==> config.mk <==
export PLATFORM = sky130hd
export DESIGN_NAME = bri_readout
export DESIGN_NICKNAME = d
export VERILOG_FILES = /design/src/rtl/bri_pkg.sv /design/src/rtl/bri_link_if.sv /design/src/rtl/bri_i2c_slave.sv /design/src/rtl/bri_readout.sv
export SDC_FILE = /design/constraint.sdc
export NUM_CORES = 1
export LEC_CHECK = 0
export ABC_CLOCK_PERIOD_IN_PS = 3300
export BUFFER_PORTS_ARGS = -buffer_cell sky130_fd_sc_hd__clkbuf_2
export CORE_MARGIN = 2
export CORE_UTILIZATION = 29
export DETAILED_ROUTE_END_ITERATION = 6
export GPL_ROUTABILITY_DRIVEN = 0
export SLEW_MARGIN = 10
export SYNTH_ARGS = -nofsm -noshare
export SYNTH_HDL_FRONTEND = slang
export SYNTH_SLANG_ARGS = --single-unit
==> constraint.sdc <==
create_clock -name core_clk -period 3.3 [get_ports core_clk]
set_clock_uncertainty 0.05 [all_clocks]
set_input_delay 0.33 -clock core_clk [delete_from_list [all_inputs] [get_ports core_clk]]
set_output_delay 0.33 -clock core_clk [all_outputs]
set_load 0.05 [all_outputs]
==> src/rtl/bri_pkg.sv <==
package bri_pkg;
  // Bus address bytes
  localparam logic [7:0] ADDR_WR       = 8'hEE;
  localparam logic [7:0] ADDR_RD       = 8'hEF;
  // Command bytes
  localparam logic [7:0] CMD_PREFIX    = 8'hFF;
  localparam logic [7:0] CMD_SEL_PRESS = 8'hF0;
  localparam logic [7:0] CMD_SEL_TEMP  = 8'hE8;
  localparam logic [7:0] CMD_READBACK  = 8'hFD;
  localparam int         RESULT_W      = 16;
  // Conversion timing in sample-clock cycles, longest time rounds down
  localparam longint     CONV_TIME_US  = 35000;
  localparam longint     MCLK_HZ       = 32768;
  localparam int         CONV_MCLK_CYCLES =
    int'((CONV_TIME_US * MCLK_HZ) / 64'd1000000);
  localparam int         CONV_CNT_W    = 11;

  typedef enum logic [2:0] {
    SL_IDLE = 3'b000,
    SL_RECV = 3'b001,
    SL_ACK  = 3'b010,
    SL_SEND = 3'b011,
    SL_MACK = 3'b100
  } bri_slave_state_t;

  typedef enum logic [1:0] {
    SEL_NONE  = 2'b00,
    SEL_PRESS = 2'b01,
    SEL_TEMP  = 2'b10
  } bri_sel_t;

  typedef enum logic [0:0] {
    CV_DOWN = 1'b0,
    CV_RUN  = 1'b1
  } bri_conv_state_t;
endpackage

==> src/rtl/bri_link_if.sv <==
`timescale 1ns/1ps
`default_nettype none
interface bri_link_if;
  logic        start_press;
  logic        start_temp;
  logic [15:0] result;
  modport slave (output start_press, output start_temp, input result);
  modport core  (input start_press, input start_temp, output result);
endinterface
`default_nettype wire

==> src/rtl/bri_i2c_slave.sv <==
`timescale 1ns/1ps
`default_nettype none
module bri_i2c_slave (
  // Clock and reset
  input  wire logic   core_clk,
  input  wire logic   reset_n,
  // Bus pins
  input  wire logic   scl,
  input  wire logic   sda_in,
  output logic        sda_oe_n,
  // Conversion side
  bri_link_if.slave   link
);
  typedef struct packed {
    logic                      scl_s1, scl_s2, scl_d;
    logic                      sda_s1, sda_s2, sda_d;
    bri_pkg::bri_slave_state_t st;
    logic [3:0]                bitcnt;
    logic [7:0]                shreg;
    logic [1:0]                byte_idx;
    logic                      rd;
    logic                      rd_low;
    logic                      prefix_ok;
    logic                      read_armed;
    bri_pkg::bri_sel_t         pend;
    logic                      drive;
    logic                      start_press;
    logic                      start_temp;
  } bri_slave_reg_t;

  bri_slave_reg_t r_reg, r_next;
  logic scl_rise, scl_fall, start_cond, stop_cond;

  assign scl_rise   = r_reg.scl_s2 & ~r_reg.scl_d;
  assign scl_fall   = ~r_reg.scl_s2 & r_reg.scl_d;
  assign start_cond = r_reg.scl_s2 & r_reg.scl_d & r_reg.sda_d
                      & ~r_reg.sda_s2;
  assign stop_cond  = r_reg.scl_s2 & r_reg.scl_d & ~r_reg.sda_d
                      & r_reg.sda_s2;

  always_comb begin
    r_next             = r_reg;
    r_next.scl_s1      = scl;
    r_next.scl_s2      = r_reg.scl_s1;
    r_next.scl_d       = r_reg.scl_s2;
    r_next.sda_s1      = sda_in;
    r_next.sda_s2      = r_reg.sda_s1;
    r_next.sda_d       = r_reg.sda_s2;
    r_next.start_press = 1'b0;
    r_next.start_temp  = 1'b0;
    if (stop_cond) begin
      // Selection takes effect only on the closing STOP
      r_next.start_press = (r_reg.pend == bri_pkg::SEL_PRESS);
      r_next.start_temp  = (r_reg.pend == bri_pkg::SEL_TEMP);
      r_next.pend        = bri_pkg::SEL_NONE;
      r_next.prefix_ok   = 1'b0;
      r_next.read_armed  = 1'b0;
      r_next.drive       = 1'b0;
      r_next.st          = bri_pkg::SL_IDLE;
    end else if (start_cond) begin
      // Repeated START keeps the readback arming
      r_next.st       = bri_pkg::SL_RECV;
      r_next.bitcnt   = 4'h0;
      r_next.byte_idx = 2'h0;
      r_next.drive    = 1'b0;
      r_next.pend     = bri_pkg::SEL_NONE;
    end else begin
      case (r_reg.st)
        bri_pkg::SL_RECV: begin
          if (scl_rise && r_reg.bitcnt != 4'h8) begin
            r_next.shreg  = {r_reg.shreg[6:0], r_reg.sda_s2};
            r_next.bitcnt = r_reg.bitcnt + 4'h1;
          end else if (scl_fall && r_reg.bitcnt == 4'h8) begin
            r_next.st    = bri_pkg::SL_ACK;
            r_next.drive = 1'b1;
            if (r_reg.byte_idx == 2'h0) begin
              if (r_reg.shreg == bri_pkg::ADDR_WR) begin
                r_next.rd = 1'b0;
              end else if (r_reg.shreg == bri_pkg::ADDR_RD
                           && r_reg.read_armed) begin
                r_next.rd = 1'b1;
              end else begin
                r_next.st    = bri_pkg::SL_IDLE;
                r_next.drive = 1'b0;
              end
            end else if (r_reg.byte_idx == 2'h1) begin
              r_next.prefix_ok  = (r_reg.shreg == bri_pkg::CMD_PREFIX);
              r_next.read_armed = (r_reg.shreg == bri_pkg::CMD_READBACK);
              r_next.pend       = bri_pkg::SEL_NONE;
            end else if (r_reg.byte_idx == 2'h2 && r_reg.prefix_ok) begin
              if (r_reg.shreg == bri_pkg::CMD_SEL_PRESS) begin
                r_next.pend = bri_pkg::SEL_PRESS;
              end else if (r_reg.shreg == bri_pkg::CMD_SEL_TEMP) begin
                r_next.pend = bri_pkg::SEL_TEMP;
              end else begin
                r_next.pend = bri_pkg::SEL_NONE;
              end
              r_next.read_armed = 1'b0;
            end else begin
              // Extra bytes cancel any pending selection
              r_next.pend       = bri_pkg::SEL_NONE;
              r_next.read_armed = 1'b0;
              r_next.prefix_ok  = 1'b0;
            end
          end
        end
        bri_pkg::SL_ACK: begin
          if (scl_fall) begin
            r_next.bitcnt = 4'h0;
            if (r_reg.byte_idx != 2'h3) begin
              r_next.byte_idx = r_reg.byte_idx + 2'h1;
            end
            if (r_reg.rd) begin
              // Upper byte first, MSB first
              r_next.shreg  = link.result[15:8];
              r_next.rd_low = 1'b0;
              r_next.drive  = ~link.result[15];
              r_next.st     = bri_pkg::SL_SEND;
            end else begin
              r_next.drive = 1'b0;
              r_next.st    = bri_pkg::SL_RECV;
            end
          end
        end
        bri_pkg::SL_SEND: begin
          if (scl_fall) begin
            if (r_reg.bitcnt == 4'h7) begin
              r_next.drive = 1'b0;
              r_next.st    = bri_pkg::SL_MACK;
            end else begin
              r_next.shreg  = {r_reg.shreg[6:0], 1'b0};
              r_next.drive  = ~r_reg.shreg[6];
              r_next.bitcnt = r_reg.bitcnt + 4'h1;
            end
          end
        end
        bri_pkg::SL_MACK: begin
          if (scl_rise) begin
            if (!r_reg.sda_s2 && !r_reg.rd_low) begin
              r_next.bitcnt = 4'h0;
            end else begin
              r_next.bitcnt = 4'hF;
            end
          end else if (scl_fall) begin
            if (r_reg.bitcnt == 4'h0) begin
              r_next.shreg  = link.result[7:0];
              r_next.rd_low = 1'b1;
              r_next.drive  = ~link.result[7];
              r_next.st     = bri_pkg::SL_SEND;
            end else begin
              r_next.st = bri_pkg::SL_IDLE;
            end
          end
        end
        default: begin
          r_next.drive = 1'b0;
        end
      endcase
    end
  end

  always_ff @(posedge core_clk) begin
    if (!reset_n) begin
      r_reg            <= '0;
      r_reg.scl_s1     <= 1'b1;
      r_reg.scl_s2     <= 1'b1;
      r_reg.scl_d      <= 1'b1;
      r_reg.sda_s1     <= 1'b1;
      r_reg.sda_s2     <= 1'b1;
      r_reg.sda_d      <= 1'b1;
      r_reg.st         <= bri_pkg::SL_IDLE;
      r_reg.pend       <= bri_pkg::SEL_NONE;
    end else begin
      r_reg <= r_next;
    end
  end

  assign sda_oe_n         = ~r_reg.drive;
  assign link.start_press = r_reg.start_press;
  assign link.start_temp  = r_reg.start_temp;
endmodule
`default_nettype wire

==> src/rtl/bri_readout.sv <==
`timescale 1ns/1ps
`default_nettype none
module bri_readout #(
  parameter int CONV_MCLK_CYCLES = bri_pkg::CONV_MCLK_CYCLES
) (
  // Clock and reset
  input  wire logic        core_clk,
  input  wire logic        reset_n,
  // Bus pins
  input  wire logic        scl,
  input  wire logic        sda_in,
  output logic             sda_out,
  output logic             sda_oe_n,
  // Converter pins
  input  wire logic        mclk,
  input  wire logic        converter_reset_n,
  // Modulator samples
  input  wire logic [15:0] pressure_count,
  input  wire logic [15:0] temperature_count,
  // Status
  output logic             converting,
  output logic             powered_down
);
  typedef struct packed {
    logic                          mclk_s1, mclk_s2, mclk_d;
    logic                          xr_s1, xr_s2;
    bri_pkg::bri_conv_state_t      st;
    logic                          is_temp;
    logic [bri_pkg::CONV_CNT_W-1:0] cnt;
    logic [bri_pkg::RESULT_W-1:0]  result;
  } bri_core_reg_t;

  localparam logic [bri_pkg::CONV_CNT_W-1:0] CNT_LAST =
    bri_pkg::CONV_CNT_W'(CONV_MCLK_CYCLES - 1);

  bri_core_reg_t c_reg, c_next;
  bri_link_if    link ();
  logic          mclk_rise;

  bri_i2c_slave u_slave (
    .core_clk (core_clk),
    .reset_n  (reset_n),
    .scl      (scl),
    .sda_in   (sda_in),
    .sda_oe_n (sda_oe_n),
    .link     (link.slave)
  );

  assign mclk_rise = c_reg.mclk_s2 & ~c_reg.mclk_d;

  always_comb begin
    c_next         = c_reg;
    c_next.mclk_s1 = mclk;
    c_next.mclk_s2 = c_reg.mclk_s1;
    c_next.mclk_d  = c_reg.mclk_s2;
    c_next.xr_s1   = converter_reset_n;
    c_next.xr_s2   = c_reg.xr_s1;
    case (c_reg.st)
      bri_pkg::CV_DOWN: begin
        if (c_reg.xr_s2 && (link.start_press || link.start_temp)) begin
          c_next.st      = bri_pkg::CV_RUN;
          c_next.is_temp = link.start_temp;
          c_next.cnt     = '0;
        end
      end
      bri_pkg::CV_RUN: begin
        if (!c_reg.xr_s2) begin
          // Converter in reset: abort, keep last result
          c_next.st = bri_pkg::CV_DOWN;
        end else if (mclk_rise) begin
          if (c_reg.cnt == CNT_LAST) begin
            c_next.result = c_reg.is_temp ? temperature_count
                                          : pressure_count;
            c_next.st     = bri_pkg::CV_DOWN;
          end else begin
            c_next.cnt = c_reg.cnt + 1'b1;
          end
        end
      end
      default: begin
        c_next.st = bri_pkg::CV_DOWN;
      end
    endcase
  end

  always_ff @(posedge core_clk) begin
    if (!reset_n) begin
      c_reg    <= '0;
      c_reg.st <= bri_pkg::CV_DOWN;
    end else begin
      c_reg <= c_next;
    end
  end

  assign link.result  = c_reg.result;
  assign sda_out      = 1'b0;
  assign converting   = (c_reg.st == bri_pkg::CV_RUN);
  assign powered_down = (c_reg.st == bri_pkg::CV_DOWN);
endmodule
`default_nettype wire

==> results of run 1 <==
==> synthesized netlist by cell type (all sizes together) (3+ instances only) <==
library cell and instances:
ha 8, dfxtp 66, a21oi 18, nor2b 11, clkbuf 12, nor3 3, a22oi 17, o221a 3
or4 3, nand3b 5, buf 10, nand4b 3, mux2i 27, o21a 3, nand4 7, nand2 52
inv 13, nand2b 15, o21ai 24, nand3 5, xnor2 4, xor2 5, o211a 17, o2111ai 3
and2 8, a211oi 5, and3 5, nor2 23, a31oi 3, nor3b 5, or3 4
==> where the power goes <==
group / internal, mW / leakage (nW) / switching [mW]
Sequential: 0.806 / 0.534 / 0.0132
Clock: 0.660 / 0.153 / 0.341
Combinational: 0.0437 / 1.02 / 0.0502
==> critical path: stages (launching register included) <==
cell and delay, ps:
dfxtp_1 810, nor2b_1 340, a21oi_1 70, o311ai_1 740
nor2_1 120, a211oi_1 250
==> cells by family (layout without fill, tap and decap cells) <==
logic type      Yosys count  after routing  synth area share
flops                    66             66             0.374
buf+inv                  35             71            0.0410
mux                      27             27            0.0764
simple gates            158            158             0.242
other cells               1              1           0.00106
xor+xnor                  9              9            0.0223
fa+ha+maj                 8              8            0.0283
compound gates          105            105             0.215
==> through the flow <==
stage	setup slack, ps	utilization	std cells	power [mW]
finish	830	0.347	592	1.91
detailed placement	883	0.321	576	0.931
global route	557	0.347	592	1.99
global placement	1030	0.321	576	0.928
floorplan	1270	-	409	0.895
CTS	868	0.347	592	1.94
==> worst max path at each step <==
stage / endpoint / cells past startpoint / slack, ps / from
detailed placement: u_slave.r_reg[19] / 5 / 880 / u_slave.r_reg[25]
finish: u_slave.r_reg[19] / 5 / 830 / u_slave.r_reg[23]
global route: u_slave.r_reg[20] / 5 / 560 / u_slave.r_reg[25]
floorplan: c_reg[26] / 5 / 1270 / converting
global placement: u_slave.r_reg[20] / 5 / 1030 / u_slave.r_reg[23]
CTS: u_slave.r_reg[19] / 5 / 870 / u_slave.r_reg[23]
==> final cells by class <==
type,count,area (um^2)
inverter,13,48.8
sequential,66,1320
clock buffer,11,233
tap,147,184
clock inverter,5,78.8
fill,1247,7810
multi-input combinational,308,2070
timing repair buffer,42,215
==> layer usage <==
layer,global-route usage,up-vias
met5,0,-
met4,0.0472,0
met3,0.0339,10
met2,0.195,78
met1,0.164,1419
li1,-,1540
==> impl_metrics.csv, run 1 <==
group,metric,value,unit
routing,routed-via-count,3047,
clock_tree,postCtsSetupBuffers,0,
grt,grt_start_max_net_pins,45,
sta,period_minus_slack,2470,ps
setup_path,r2r_end,"u_slave.r_reg[19]",
sta,worst_pin_slew,926,ps
placement,placed_area,0.00384,mm^2
routing,wl_met1,3860,um
finish,layout_commonest_cell,"dfxtp_1",
power_and_ir_drop,vdd_drop_max,254,uV
setup_path,worst-path-max-fanout,25,
setup_path,ff2ff_path_depth,5,
clock_tree,clk_latency,330,ps
finish,largest_reg_flops,26,
synth,synth-seq-area-share,0.374,
synth,yosysTopAreaCellShare,0.374,
synth,netlist_instances,409,
routing,vias_per_cell,5.15,
sta,hold_viol,0,
power_and_ir_drop,power_density,461,mW/mm^2
run_status,outcome,"finished clean",
clock_tree,htreeDepth,3,
sta,fin_crit_sh,0.748,
routing,route.met3.wl,374,um
setup_path,crit_type,"reg2reg",
sta,tns,0,ps
grt,antenna_found_initial,0,
sta,maxSlewViolCount,0,
routing,met2WireLength,3490,um
floorplanning,start_util,0.296,
finish,final_area,0.00415,mm^2
setup_path,r2r_setup_slack,830,ps
hold_path,hold_depth,2,
finish,n_antenna_cell,0,
floorplanning,ios,42,
clock_tree,numCtsBuffers,9,
setup_path,required,3490,ps
setup_path,cp_data_arrival_time,2660,ps
synth,synth_area_leaders,"dfxtp_1 (37%), mux2i_1 (7.6%), nand2_1 (5.4%), o211a_1 (4.8%), a22oi_1 (3.6%)",
clock_tree,clockBufferDepth,2,
setup_path,cp-start-kind,"register",
clock_tree,postCtsHoldBufs,0,
sta,whs,125,ps
finish,mostFrequentLayoutCells,"dfxtp_1 (66), nand2_1 (51), clkbuf_2 (40), mux2i_1 (27), nor2_1 (23)",
grt,grt_use_total,0.125,
routing,wl,7820,um
finish,synthToLayoutAreaGrowth,17.4,%
routing,drt-pass1-iter-count,5,
synth,yosysUniqueCellTypes,56,
routing,wl_per_cell,13.2,um
synth,syn-cell-area,0.00354,mm^2
floorplanning,core,0.0120,mm^2
hold_path,hold_start,"sda_in",
placement,portBuffers,40,
clock_tree,clock_sinks,66,
floorplanning,die_h,114,um
grt,grt_pass1_vias,2791,
finish,drive_gt1_frac,0.142,
synth,avgSynthCellArea,8.65,um^2
clock_tree,cts-root-buf,"clkbuf_16",
flow_run,drv_cap,0,
synth,ys_async_sr_fraction,0,
finish,layout.nets,486,
synth,ys_ff_latch,66,
synth,synth-edff-count,0,
power_and_ir_drop,power.leakage,1.71,nW
synth,synth_nets,455,
sta,setup_viol,0,
synth,ys.flop_type,"dfxtp_1",
floorplanning,dieArea,0.0131,mm^2
routing,drtAntennaViolNets,0,
clock_tree,cts.clk_slew.worst_paths,60,ps
setup_path,worstSetupEndpointType,"register",
sta,relSlewSlack,0.382,
sta,rsz0062_at_grt,"no",
sta,timing.fmax,405,MHz
floorplanning,row_count,40,
setup_path,r2r-start,"u_slave.r_reg[23]",
placement,dpl.hpwl,5580,um
hold_path,hold_end,"u_slave.r_next[27]",
routing,drc,0,
hold_path,hp-class,"in2reg",
grt,grt-ovfl-total,0,
routing,top_layer,"met4",
clock_tree,cts.repair.resized,0,
synth,yosysWarnings,0,
clock_tree,cts_tree,"done",
synth,post-synth-top-area-cell,"dfxtp_1",
routing,drt_iter0_markers,236,
floorplanning,chipWidth,114,um
grt,grt_pass1_wl,13200,um
No activity file was read; power rests on OpenSTA's default activity.
==> inputs of run 2 (changes only) <==
- ABC_CLOCK_PERIOD_IN_PS: 3300 -> 2200
- clock period: 3.3 -> 2.2 ns (I/O delays scaled with it)
==> run 2 against run 1 <==
  * Critical path depth rose by 1
  * Cell area rose by 3.3%
  * First-iteration DRC count rose by 3.0%
  * Final cell count rose by 2.2%
  * Global-route usage rose by 0.63 points
  * Clock power rose by 53%
  * Routed wire length rose by 2.3%
  * Power rose by 52%
  * Setup slack got worse by 700 ps
  * Worst hold slack got worse by 110 ps
  * Non-clock buffer count rose by 13
  * Die area did not move
  * Critical endpoint is now u_slave.r_reg[13]
  * Largest cell class unchanged
==> impl_metrics.csv, run 2 (synthesis gave the netlist of run 1 again) <==
group,metric,value,unit
finish,n_antenna_cell,0,
finish,layout_commonest_cell,"dfxtp_1",
routing,wl,8000,um
power_and_ir_drop,netSwitchingFraction,0.211,
grt,grt-ovfl-total,0,
clock_tree,cts.clk_slew.worst_paths,50,ps
power_and_ir_drop,power_density,680,mW/mm^2
power_and_ir_drop,seq_power_share,0.420,
setup_path,cp_data_arrival_time,2220,ps
setup_path,cp_cell_sequence,"inv_1 > ha_1 > and3b_1 > o311ai_1 > o2111ai_4 > mux2i_1",
setup_path,cp_slowest_cell,"o311ai_1",
finish,layout.cells.non_filler,605,
setup_path,worstSetupEndpointType,"register",
routing,drtAntennaViolNets,0,
sta,relSlewSlack,0.582,
power_and_ir_drop,clockPowerShare,0.525,
hold_path,hold_end,"u_slave.r_next[30]",
floorplanning,chipWidth,114,um
setup_path,crit_type,"reg2reg",
sta,hold_viol,0,
setup_path,r2r_setup_slack,130,ps
setup_path,r2r_end,"u_slave.r_reg[13]",
clock_tree,htreeDepth,3,
clock_tree,cts-root-buf,"clkbuf_16",
routing,wl_per_cell,13.2,um
routing,drt-pass1-iter-count,4,
grt,grt_start_max_net_pins,33,
clock_tree,numCtsBuffers,9,
setup_path,worst-path-max-fanout,8,
sta,fin_crit_sh,0.941,
placement,portBuffers,40,
floorplanning,core,0.0120,mm^2
finish,largest_reg_flops,26,
grt,antenna_found_initial,0,
setup_path,slowest_delay,460,ps
floorplanning,die_h,114,um
setup_path,ff2ff_path_depth,6,
floorplanning,dieArea,0.0131,mm^2
floorplanning,start_util,0.296,
placement,dpl.hpwl,5750,um
hold_path,hp-class,"in2reg",
clock_tree,postCtsSetupBuffers,0,
flow_run,drv_cap,0,
floorplanning,ios,42,
run_status,outcome,"finished clean",
routing,drc,0,
clock_tree,postCtsHoldBufs,0,
setup_path,cp_top_family,"compound AO/OA/AOI/OAI gates",
power_and_ir_drop,p_sw,614,uW
grt,grt_pass1_wl,13800,um
hold_path,hold_depth,2,
placement,placedCellCount,589,
power_and_ir_drop,vdd_drop_max,364,uV
sta,period_minus_slack,2070,ps
routing,routed-via-count,3133,
setup_path,cp-start-kind,"register",
grt,grt_use_total,0.131,
power_and_ir_drop,comb_power_share,0.055,
floorplanning,row_count,40,
finish,synthToLayoutAreaGrowth,21.3,%
clock_tree,clockBufferDepth,2,
hold_path,hold_start,"scl",
clock_tree,cts_tree,"done",
sta,tns,0,ps
sta,setup_viol,0,
sta,maxSlewViolCount,0,
setup_path,cp.buffers_inverters,1,
clock_tree,clock_sinks,66,
sta,worst_pin_slew,626,ps
sta,rsz0062_at_grt,"no",
clock_tree,cts.repair.resized,0,
finish,layout.nets,499,
finish,mostFrequentLayoutCells,"dfxtp_1 (66), nand2_1 (51), clkbuf_2 (40), mux2i_1 (27), nor2_1 (23)",
power_and_ir_drop,internal-power,2.30,mW
finish,drive_gt1_frac,0.170,
sta,timing.fmax,483,MHz
grt,grt_pass1_vias,3040,
power_and_ir_drop,power.leakage,1.78,nW
setup_path,required,2350,ps
clock_tree,clk_latency,330,ps
routing,vias_per_cell,5.18,
setup_path,r2r-start,"u_slave.r_reg[19]",
routing,drt_iter0_markers,243,
run 2: worst max path at each step:
stage	startpoint	endpoint	slack, ps	depth (start not counted)
after floorplan	converting	c_reg[26]	170	5
after global placement	u_slave.r_reg[23]	u_slave.r_reg[19]	220	6
after detailed placement	u_slave.r_reg[19]	u_slave.r_reg[20]	80	7
after CTS	u_slave.r_reg[23]	u_slave.r_reg[20]	60	6
after global routing	u_slave.r_reg[19]	u_slave.r_reg[13]	30	6
final	u_slave.r_reg[19]	u_slave.r_reg[13]	130	6
run 2: final cells by class:
| type | count | area, um^2 |
|---|---|---|
| clock inverters | 5 | 77.6 |
| clock buffers | 11 | 243 |
| flip-flops and latches | 66 | 1320 |
| inverters | 13 | 48.8 |
| fillers | 1192 | 7670 |
| multi-input cells | 308 | 2090 |
| well taps | 147 | 184 |
| repair buffers | 55 | 325 |
run 2: through the flow:
stage	utilization	power, mW	instance area (um^2)	setup WS, ps	hold slack, ps
after floorplan	-	1.34	3540	166	265
after detailed placement	0.330	1.41	3950	81.0	351
final	0.358	2.92	4290	130	16.2
after CTS	0.357	2.95	4270	55.0	3.32
after global placement	0.330	1.40	3950	219	340
after global routing	0.358	3.01	4290	30.8	19.4
run 2: routing by layer:
layer / global-route usage / vias up / share of wire
met2: 0.211 / 96 / 0.46
met4: 0.0602 / 0 / 0.027
met3: 0.0349 / 20 / 0.056
met1: 0.163 / 1448 / 0.46
met5: 0 / - / 0
li1: - / 1569 / -
run 2: power by group through the flow:
stage	combinational, mW	sequential, mW	clock (mW)
after floorplan	0.0999	1.24	0
after global placement	0.153	1.25	0
after detailed placement	0.157	1.25	0
after CTS	0.157	1.22	1.57
after global routing	0.178	1.23	1.60
final	0.161	1.22	1.53
